File: src/core/diag_adc_pkg.sv
// Package: register map, field layout and selection codes of the conversion request queue
package diag_adc_pkg;
	localparam int unsigned NUM_SLOTS     = 4;
	localparam int unsigned QUEUE_DEPTH   = 4;
	localparam int unsigned SEL_W         = 7;
	localparam int unsigned RES_W         = 10;
	localparam int unsigned FRAME_W       = 20;
	localparam int unsigned ADDR_W        = 7;

	// Register offsets (command addresses)
	localparam logic [6:0] MEASURE_SLOT_A_OFS = 7'h3a;
	localparam logic [6:0] MEASURE_SLOT_B_OFS = 7'h3b;
	localparam logic [6:0] MEASURE_SLOT_C_OFS = 7'h3c;
	localparam logic [6:0] MEASURE_SLOT_D_OFS = 7'h3d;

	// Read frame field positions
	localparam int unsigned FRESH_BIT   = 19;
	localparam int unsigned SEL_ECHO_LO = 12;
	localparam int unsigned RESULT_LO   = 0;

	// Reset values
	localparam logic [9:0] RESULT_RST = 10'h000;
	localparam logic [6:0] SEL_RST    = 7'h00;

	// Selection codes
	localparam logic [6:0] SEL_ADC_GROUND      = 7'h01;
	localparam logic [6:0] SEL_FULLSCALE       = 7'h02;
	localparam logic [6:0] SEL_DC_SENSOR_V     = 7'h03;
	localparam logic [6:0] SEL_DC_SENSOR_I     = 7'h04;
	localparam logic [6:0] SEL_DC_SENSOR_R     = 7'h05;
	localparam logic [6:0] SEL_SQUIB_LOOP      = 7'h06;
	localparam logic [6:0] SEL_BANDGAP_REF     = 7'h07;
	localparam logic [6:0] SEL_BANDGAP_MON     = 7'h08;
	localparam logic [6:0] SEL_TEMPERATURE     = 7'h0a;
	localparam logic [6:0] SEL_DCS_CH0         = 7'h0b;
	localparam logic [6:0] SEL_DCS_CH8         = 7'h13;
	localparam logic [6:0] SEL_ER_ESR_B        = 7'h14;
	localparam logic [6:0] SEL_ER_ESR_C        = 7'h16;
	localparam logic [6:0] SEL_SUPPLY_FIRST    = 7'h21;
	localparam logic [6:0] SEL_INT_SUPPLY      = 7'h22;
	localparam logic [6:0] SEL_SUPPLY_LAST     = 7'h3d;
	localparam logic [6:0] SEL_FEEDBACK_FIRST  = 7'h46;
	localparam logic [6:0] SEL_FEEDBACK_LAST   = 7'h4d;

	// Analog mux source classes
	typedef enum logic [3:0] {
		SRC_UNUSED, SRC_GROUND, SRC_FULLSCALE, SRC_DCS_V, SRC_DCS_I, SRC_DCS_R,
		SRC_SQUIB, SRC_BG_REF, SRC_BG_MON, SRC_TEMP, SRC_DCS_CH, SRC_ER_ESR,
		SRC_SUPPLY_PIN, SRC_FEEDBACK_PIN
	} mux_class_t;

	// One queued request
	typedef struct packed {
		logic [1:0] slot;
		logic [6:0] sel;
	} queue_entry_t;

	// Request presented to the converter
	typedef struct packed {
		mux_class_t class_sel;
		logic [6:0] sel;
		logic [1:0] slot;
	} conv_req_t;

	// Converter completion
	typedef struct packed {
		logic [9:0] value;
		logic [9:0] value_aux;
	} conv_res_t;
endpackage : diag_adc_pkg

File: src/core/diag_adc_request_queue.sv
// Module: four-slot conversion request queue with per-slot result store
`timescale 1ns/100ps

// Overview of operation
// - Four independent request slots; each may select any monitored node.
// - Written frame bits [6:0] carry the selection code; upper bits ignored.
// - Read frame: fresh flag bit 19, selection echo, 10-bit result low bits.
// - A result returns only into the slot that requested it; resistance via A also fills B.
// - Requests during busy conversions are queued, never dropped or aborting.
// - Queued conversions run strictly in arrival order.
// - Queue holds four entries so all slots can be requested back to back.
// - A repeat request for a slot still waiting in the queue overwrites its queued selection.
// - Fresh flag sets on completion, clears when the slot is read.
// - Reading keeps the stored result until a new result replaces it.
// - Pair AB ready is OR of A,B flags; pair CD ready OR of C,D.
// - Codes 01,02,07,08,0A select ground, full scale, references, temperature.
// - Codes 03,04 select sensor voltage, current; 05 resistance returns both.
// - Codes 0B to 13 select DC sensor channels 0 to 8.
// - Codes 14,15,16 select energy reserve ESR samples B, A, C.
// - Code 06 selects the selected squib loop output voltage.
// - Codes 21 to 3D supply and pin voltages; 46 to 4D feedback pins.
// - Sensor resistance only via slot A; current into A, voltage into B.
module diag_adc_request_queue #(
	parameter int unsigned SLOTS = diag_adc_pkg::NUM_SLOTS,
	parameter int unsigned DEPTH = diag_adc_pkg::QUEUE_DEPTH
) (
	input  wire logic                       clk,
	input  wire logic                       sys_rst,
	input  wire logic                       frame_valid,
	input  wire logic                       frame_write,
	input  wire logic [6:0]                 frame_addr,
	input  wire logic [19:0]                frame_wdata,
	output logic      [19:0]                frame_rdata,
	output logic                            frame_hit,
	output logic                            pair_ab_ready,
	output logic                            pair_cd_ready,
	output logic                            conv_start,
	output diag_adc_pkg::conv_req_t         conv_req,
	input  wire logic                       conv_done,
	input  wire diag_adc_pkg::conv_res_t    conv_res,
	output logic                            conv_busy
);
	import diag_adc_pkg::*;

	// Pointers wrap by overflow, so depth must be a power of two
	if (SLOTS != NUM_SLOTS || DEPTH < SLOTS || (DEPTH & (DEPTH - 1)) != 0) begin : g_bad_cfg
		$error("diag_adc_request_queue: unsupported SLOTS or DEPTH");
	end

	localparam int unsigned PTR_W = $clog2(DEPTH);

	typedef enum logic [1:0] {IDLE, LAUNCH, WAIT_DONE} conv_state_t;

	// Map an address to a slot index; valid bit on top
	function automatic logic [2:0] slot_decode(input logic [6:0] addr);
		logic [2:0] r;
		r = 3'b000;
		case (addr)
			MEASURE_SLOT_A_OFS: r = 3'b100;
			MEASURE_SLOT_B_OFS: r = 3'b101;
			MEASURE_SLOT_C_OFS: r = 3'b110;
			MEASURE_SLOT_D_OFS: r = 3'b111;
			default:            r = 3'b000;
		endcase
		return r;
	endfunction : slot_decode

	// Classify a selection code for the analog multiplexer
	function automatic mux_class_t classify(input logic [6:0] sel);
		mux_class_t c;
		c = SRC_UNUSED;
		if (sel == SEL_ADC_GROUND) c = SRC_GROUND;
		else if (sel == SEL_FULLSCALE) c = SRC_FULLSCALE;
		else if (sel == SEL_DC_SENSOR_V) c = SRC_DCS_V;
		else if (sel == SEL_DC_SENSOR_I) c = SRC_DCS_I;
		else if (sel == SEL_DC_SENSOR_R) c = SRC_DCS_R;
		else if (sel == SEL_SQUIB_LOOP) c = SRC_SQUIB;
		else if (sel == SEL_BANDGAP_REF) c = SRC_BG_REF;
		else if (sel == SEL_BANDGAP_MON) c = SRC_BG_MON;
		else if (sel == SEL_TEMPERATURE) c = SRC_TEMP;
		else if (sel >= SEL_DCS_CH0 && sel <= SEL_DCS_CH8) c = SRC_DCS_CH;
		else if (sel >= SEL_ER_ESR_B && sel <= SEL_ER_ESR_C) c = SRC_ER_ESR;
		else if (sel >= SEL_SUPPLY_FIRST && sel <= SEL_SUPPLY_LAST) c = SRC_SUPPLY_PIN;
		else if (sel >= SEL_FEEDBACK_FIRST && sel <= SEL_FEEDBACK_LAST) c = SRC_FEEDBACK_PIN;
		return c;
	endfunction : classify

	logic [2:0]          dec;
	logic                hit;
	logic [1:0]          slot_idx;
	logic                wr_req;
	logic                rd_req;
	logic [6:0]          new_sel;

	logic [6:0]          sel_q     [SLOTS];
	logic [9:0]          result_q  [SLOTS];
	logic [SLOTS-1:0]    fresh_q;
	logic [SLOTS-1:0]    pending_q;

	queue_entry_t        queue_q   [DEPTH];
	logic [PTR_W-1:0]    rd_ptr_q;
	logic [PTR_W-1:0]    wr_ptr_q;
	logic [PTR_W:0]      count_q;
	logic                enq;
	logic                deq;
	logic                merge;
	logic [PTR_W-1:0]    merge_idx;

	conv_state_t         state_q;
	queue_entry_t        active_q;
	logic                done_ok;

	assign dec      = slot_decode(frame_addr);
	assign hit      = dec[2];
	assign slot_idx = dec[1:0];
	assign wr_req   = frame_valid && frame_write && hit;
	assign rd_req   = frame_valid && !frame_write && hit;
	assign new_sel  = frame_wdata[SEL_W-1:0];
	assign frame_hit = frame_valid && hit;

	// Search queue for a pending entry of the written slot
	always_comb begin
		merge_idx = '0;
		merge     = 1'b0;
		for (int i = 0; i < DEPTH; i++) begin
			// Head entry leaving this cycle is already running: no merge
			if (!merge && (PTR_W+1)'(i) < count_q && !(deq && i == 0) &&
			    queue_q[PTR_W'(rd_ptr_q + PTR_W'(i))].slot == slot_idx) begin
				merge     = 1'b1;
				merge_idx = PTR_W'(rd_ptr_q + PTR_W'(i));
			end
		end
	end

	// Overwrite instead of duplicating keeps depth equal to slot count
	assign enq = wr_req && !merge && !(count_q == (PTR_W+1)'(DEPTH) && !deq);
	assign deq = (state_q == IDLE) && (count_q != '0);

	// Queue storage and pointers
	always_ff @(posedge clk) begin
		if (sys_rst) begin
			rd_ptr_q <= '0;
			wr_ptr_q <= '0;
			count_q  <= '0;
			for (int i = 0; i < DEPTH; i++) begin
				queue_q[i] <= '0;
			end
		end else begin
			if (wr_req && merge) begin
				queue_q[merge_idx].sel <= new_sel;
			end
			if (enq) begin
				queue_q[wr_ptr_q] <= '{slot: slot_idx, sel: new_sel};
				wr_ptr_q          <= PTR_W'(wr_ptr_q + 1'b1);
			end
			if (deq) begin
				rd_ptr_q <= PTR_W'(rd_ptr_q + 1'b1);
			end
			count_q <= (PTR_W+1)'(count_q + (PTR_W+1)'(enq) - (PTR_W+1)'(deq));
		end
	end

	// Conversion sequencer; running conversion is never aborted
	always_ff @(posedge clk) begin
		if (sys_rst) begin
			state_q  <= IDLE;
			active_q <= '0;
		end else begin
			case (state_q)
				IDLE: begin
					if (deq) begin
						active_q <= queue_q[rd_ptr_q];
						state_q  <= LAUNCH;
					end
				end
				LAUNCH: begin
					state_q <= WAIT_DONE;
				end
				WAIT_DONE: begin
					if (conv_done) begin
						state_q <= IDLE;
					end
				end
				default: begin
					state_q <= IDLE;
				end
			endcase
		end
	end

	assign done_ok = (state_q == WAIT_DONE) && conv_done;

	// Per-slot state: selection echo, pending, result, fresh flag
	for (genvar s = 0; s < SLOTS; s++) begin : g_slot
		logic res_hit;
		logic aux_hit;
		// Resistance fills A with current and B with voltage
		assign res_hit = done_ok && active_q.slot == 2'(s);
		assign aux_hit = done_ok && s == 1 && active_q.slot == 2'd0 &&
		                 active_q.sel == SEL_DC_SENSOR_R;

		always_ff @(posedge clk) begin
			if (sys_rst) begin
				sel_q[s]     <= SEL_RST;
				pending_q[s] <= 1'b0;
			end else begin
				if (wr_req && slot_idx == 2'(s)) begin
					sel_q[s] <= new_sel;
				end
				if (wr_req && slot_idx == 2'(s)) begin
					pending_q[s] <= 1'b1;
				end else if (res_hit) begin
					pending_q[s] <= 1'b0;
				end
			end
		end

		// Result survives reads until the next conversion lands
		always_ff @(posedge clk) begin
			if (sys_rst) begin
				result_q[s] <= RESULT_RST;
			end else if (res_hit) begin
				result_q[s] <= conv_res.value;
			end else if (aux_hit) begin
				result_q[s] <= conv_res.value_aux;
			end
		end

		// Completion sets flag and wins over a read in the same cycle
		always_ff @(posedge clk) begin
			if (sys_rst) begin
				fresh_q[s] <= 1'b0;
			end else if (res_hit || aux_hit) begin
				fresh_q[s] <= 1'b1;
			end else if (rd_req && slot_idx == 2'(s)) begin
				fresh_q[s] <= 1'b0;
			end
		end
	end

	// Read frame captured in a flop, valid the cycle after the read
	always_ff @(posedge clk) begin
		if (sys_rst) begin
			frame_rdata <= '0;
		end else if (rd_req) begin
			frame_rdata <= '0;
			frame_rdata[FRESH_BIT] <= fresh_q[slot_idx];
			frame_rdata[SEL_ECHO_LO +: SEL_W] <= sel_q[slot_idx];
			frame_rdata[RESULT_LO +: RES_W] <= result_q[slot_idx];
		end
	end

	// Global status pair bits
	always_ff @(posedge clk) begin
		if (sys_rst) begin
			pair_ab_ready <= 1'b0;
			pair_cd_ready <= 1'b0;
		end else begin
			pair_ab_ready <= fresh_q[0] | fresh_q[1];
			pair_cd_ready <= fresh_q[2] | fresh_q[3];
		end
	end

	// Converter request: class decoded here, analog side reacts to it
	always_ff @(posedge clk) begin
		if (sys_rst) begin
			conv_req <= '0;
		end else if (deq) begin
			conv_req.sel       <= queue_q[rd_ptr_q].sel;
			conv_req.slot      <= queue_q[rd_ptr_q].slot;
			conv_req.class_sel <= classify(queue_q[rd_ptr_q].sel);
		end
	end

	assign conv_start = (state_q == LAUNCH);
	assign conv_busy  = (state_q != IDLE);

endmodule : diag_adc_request_queue

File: config.mk
export PLATFORM = sky130hd
export DESIGN_NAME = diag_adc_request_queue
export DESIGN_NICKNAME = d
export VERILOG_FILES = /design/src/core/diag_adc_pkg.sv /design/src/core/diag_adc_request_queue.sv
export SDC_FILE = /design/constraint.sdc
export NUM_CORES = 1
export LEC_CHECK = 0
export BUFFER_PORTS_ARGS = -buffer_cell sky130_fd_sc_hd__buf_4
export CAP_MARGIN = 30
export CORE_UTILIZATION = 56
export CTS_BUF_LIST = sky130_fd_sc_hd__clkbuf_2
export CTS_CLUSTER_DIAMETER = 150
export CTS_CLUSTER_SIZE = 14
export DETAILED_ROUTE_END_ITERATION = 10
export PLACE_DENSITY_LB_ADDON = 0.25
export RECOVER_POWER = 100
export SLEW_MARGIN = 0
export SYNTH_ARGS = -nofsm -noshare
export SYNTH_HDL_FRONTEND = slang
export SYNTH_SLANG_ARGS = --single-unit
File: constraint.sdc
create_clock -name clk -period 6.9 [get_ports clk]
set_clock_uncertainty 0.2 [all_clocks]
set_input_delay 1.725 -clock clk [delete_from_list [all_inputs] [get_ports clk]]
set_output_delay 1.725 -clock clk [all_outputs]
set_load 0.01 [all_outputs]
==> results by group <==
Run status
  • Violated checks: max-capacitance violations, max-slew violations
  • Status: complete, but fails checks

Setup path
  • CP arrival: 5.85 ns
  • FF-to-FF setup slack: 1.72 ns
  • Critical Path RT: 7.20 ns
  • Critical Path Start Type: input pin
  • CP Capture Type: flop
  • CP Max Fanout: 53
  • Max incr delay on CP: 1.69 ns
  • Reg-to-reg critical path endpoint: queue_q[1][5]
  • Kind of critical path: in2reg
  • Worst-case reg-to-reg path depth: 9
  • Crit path max-delay cell type: clkbuf_1
  • Cell Chain, Critical Path: clkbuf_1, inv_1, a31oi_4, o21ai_0, buf_2

Die
  • Core Region: 12,670 sq um
  • Die X: 116.2 microns
  • FP Rows: 41
  • DIE HEIGHT: 116.2 microns
  • Die area: 13,490 sq um
  • Number of I/O pins: 90
  • Starting Density: 57.59%

Synth
  • FFs w/ async S/R, synth: 0%
  • EDFF count, synth: 104
  • Synthesized area per cell: 11.68 sq um
  • Yosys reg bits: 152
  • Synth warn: 0
  • Largest area contributor in the netlist: edfxtp_1
  • Synth area leaders: edfxtp_1 (43%), dfxtp_1 (13%), and2_1 (4.2%)
  • Count of different cell masters after synthesis: 70
  • Post-synthesis sequential area ratio: 55.97%
  • Synth Cell Area: 7297 sq um
  • Area share of the largest cell type after synthesis: 42.80%
  • Post-synth top flop: edfxtp_1
  • Top cells by count, synth: edfxtp_1 (104), nand2_1 (52), and2_1 (49), dfxtp_1 (48), nor2_1 (47)
  • Count leader, synth: edfxtp_1
  • Cells after Synth: 625

Global route
  • GR Overflow Total: 0
  • Largest net degree at the start of global routing: 54
  • Initial antenna violation count: 0
  • Most crowded layer after global routing: met2
  • Met1 Use GR: 33.46%
  • GRT Util Overall: 25.62%
  • Vias in the first global route: 5,096
  • Met2 Use GR: 41.94%
  • First-pass GRT wire length: 25.49 mm
  • Grt met3 use: 4.930%

Place
  • PortBufs: 74
  • Dpl ws: 1.473 ns
  • Routability Congestion: 0.8348
  • DP HPWL: 11.04 mm

Power and ir drop
  • Leakage power: 2.899 nW
  • Peak VDD IR: 0.1471 mV
  • Cell Pwr Density: 281.5 nW/um^2

Final layout
  • Layout cells sized above 1: 16.86%
  • ANT cells: 0
  • Fin nets: 743
  • Area Overhead vs Synth: 10.22%

Clock network
  • # Post-CTS Setup Buffers: 0
  • CTS Buf Count: 17
  • Sink Count: 152
  • CTS Hold Buffers Added: 0
  • CTS Buffer Depth: 2
  • H-tree Lvls: 4
  • CTS root buffer: clkbuf_2
  • Later-pin clock latency in the skew report: 0.76 ns
  • Clock Pin Slew Worst Setup and Hold Paths: 0.20 ns
  • CTS resizes: 0
  • CTS tree: built

Route
  • DR pass1 iterations: 6
  • Final wirelength: 16.21 mm
  • Vias per cell: 6.039
  • Routed Antenna Nets: 0
  • Vias: 5,266
  • WL/cell: 18.59 microns
  • Initial DRC Count: 497
  • DRC viols: 0

Worst hold path
  • Hold Crit Class: reg2reg
  • Hold Path End: active_q[6]
  • HP Start: active_q[6]
  • Hold depth: 2

Timing
  • Worst slew pin tran: 2.433 ns
  • Fmax: 0.1800 GHz
  • Max-slew violation count: 61
  • Setup total negative slack: 0 ns
  • Final period util: 80.52%
  • Final worst-path setup slack: 1.344 ns
  • Final min period: 5.556 ns
  • Unrepaired setup endpoints after global routing: false
  • Final hold vios: 0
  • Worst rel slew slack: -62.21%
  • Final setup vio count: 0

Run
  • Max cap viols: 2
[cell type report]
class	count	area [sq um]
clock buffer	18	90.09
sequential	152	4084
fill	1031	4628
tap	172	215.2
inverter	21	78.83
clock inverter	14	196.4
multi-input combinational	408	2897
timing repair buffer	87	481.7
[power breakdown]
part	switching (mW)	total (mW)	internal [mW]
Combinational	0.329	0.565	0.236
Clock	0.331	0.574	0.243
Sequential	0.0761	1.13	1.05
Total	0.736	2.26	1.53
[per-stage QoR]
stage | hold slack (ns) | cell area [sq um] | power, mW | std cells | utilization (%)
final | 0.2811 | 8043 | 2.264 | 872 | 63.47
after detailed placement | 0.2569 | 7984 | 1.745 | 840 | 63.01
after global placement | 0.2461 | 7941 | 1.712 | 836 | 62.67
after global routing | 0.3108 | 8043 | 2.376 | 872 | 63.47
after floorplan | 0.2491 | 7301 | 1.571 | 626 | -
after CTS | 0.2796 | 8270 | 2.307 | 872 | 65.27
[registers in the layout (all words and copies together), names as in the netlist, named ones only]
name	cells
frame_rdata	18
active_q	5
rd_ptr_q	2
result_q	40
pair_cd_ready	1
conv_req	8
fresh_q	4
sel_q	28
wr_ptr_q	2
state_q	2
count_q	3
queue_q	36
pair_ab_ready	1
[cell families after synthesis]
logic type      Yosys count  share of synthesized area (%)
buf+inv                  66                          3.892
other cells               1                        0.05139
fa+ha+maj                 4                         0.7888
simple gates            237                          16.80
flops                   152                          55.97
mux                      34                          7.870
compound gates          123                          13.46
xor+xnor                  8                          1.166
[cell usage in the layout (no fill, tap or decap), types with 4 or more instances in the layout]
master,instances
mux4_2,9
o21ai_0,18
a21oi_1,23
and3_1,15
mux4_1,6
clkbuf_1,45
dfxtp_1,48
nand3_1,8
a22o_1,10
and2_1,17
and2_0,32
a211oi_1,21
xnor2_1,4
nor2b_1,12
bufinv_16,4
or2_2,5
edfxtp_1,104
buf_4,39
clkbuf_2,18
clkinv_4,4
a31o_2,5
nor2_1,48
inv_1,21
nand2_1,52
nor3_1,27
mux2_2,18
a222oi_1,18
[routing by layer]
metal / wire length [microns] / up-vias
met5: 0 / -
met4: 347 / 0
met3: 1106 / 25
met2: 7888 / 228
met1: 6869 / 2551
li1: - / 2462
[how the worst max path moves through the flow]
stage / from / to / cells past startpoint
after floorplan: frame_addr[6] / queue_q[2][0] / 9
after global placement: frame_addr[6] / queue_q[1][2] / 8
after detailed placement: frame_addr[6] / queue_q[0][2] / 8
after CTS: frame_addr[6] / frame_hit / 4
final: sys_rst / queue_q[1][5] / 5
after global routing: sys_rst / queue_q[1][5] / 5
[worst max-delay path: cells and delay by family]
family / cells / cell delay [ns]
buf+inv: 3 / 2.95
compound gates: 2 / 1.13
Note: power is estimated with default switching activity, not from simulation.
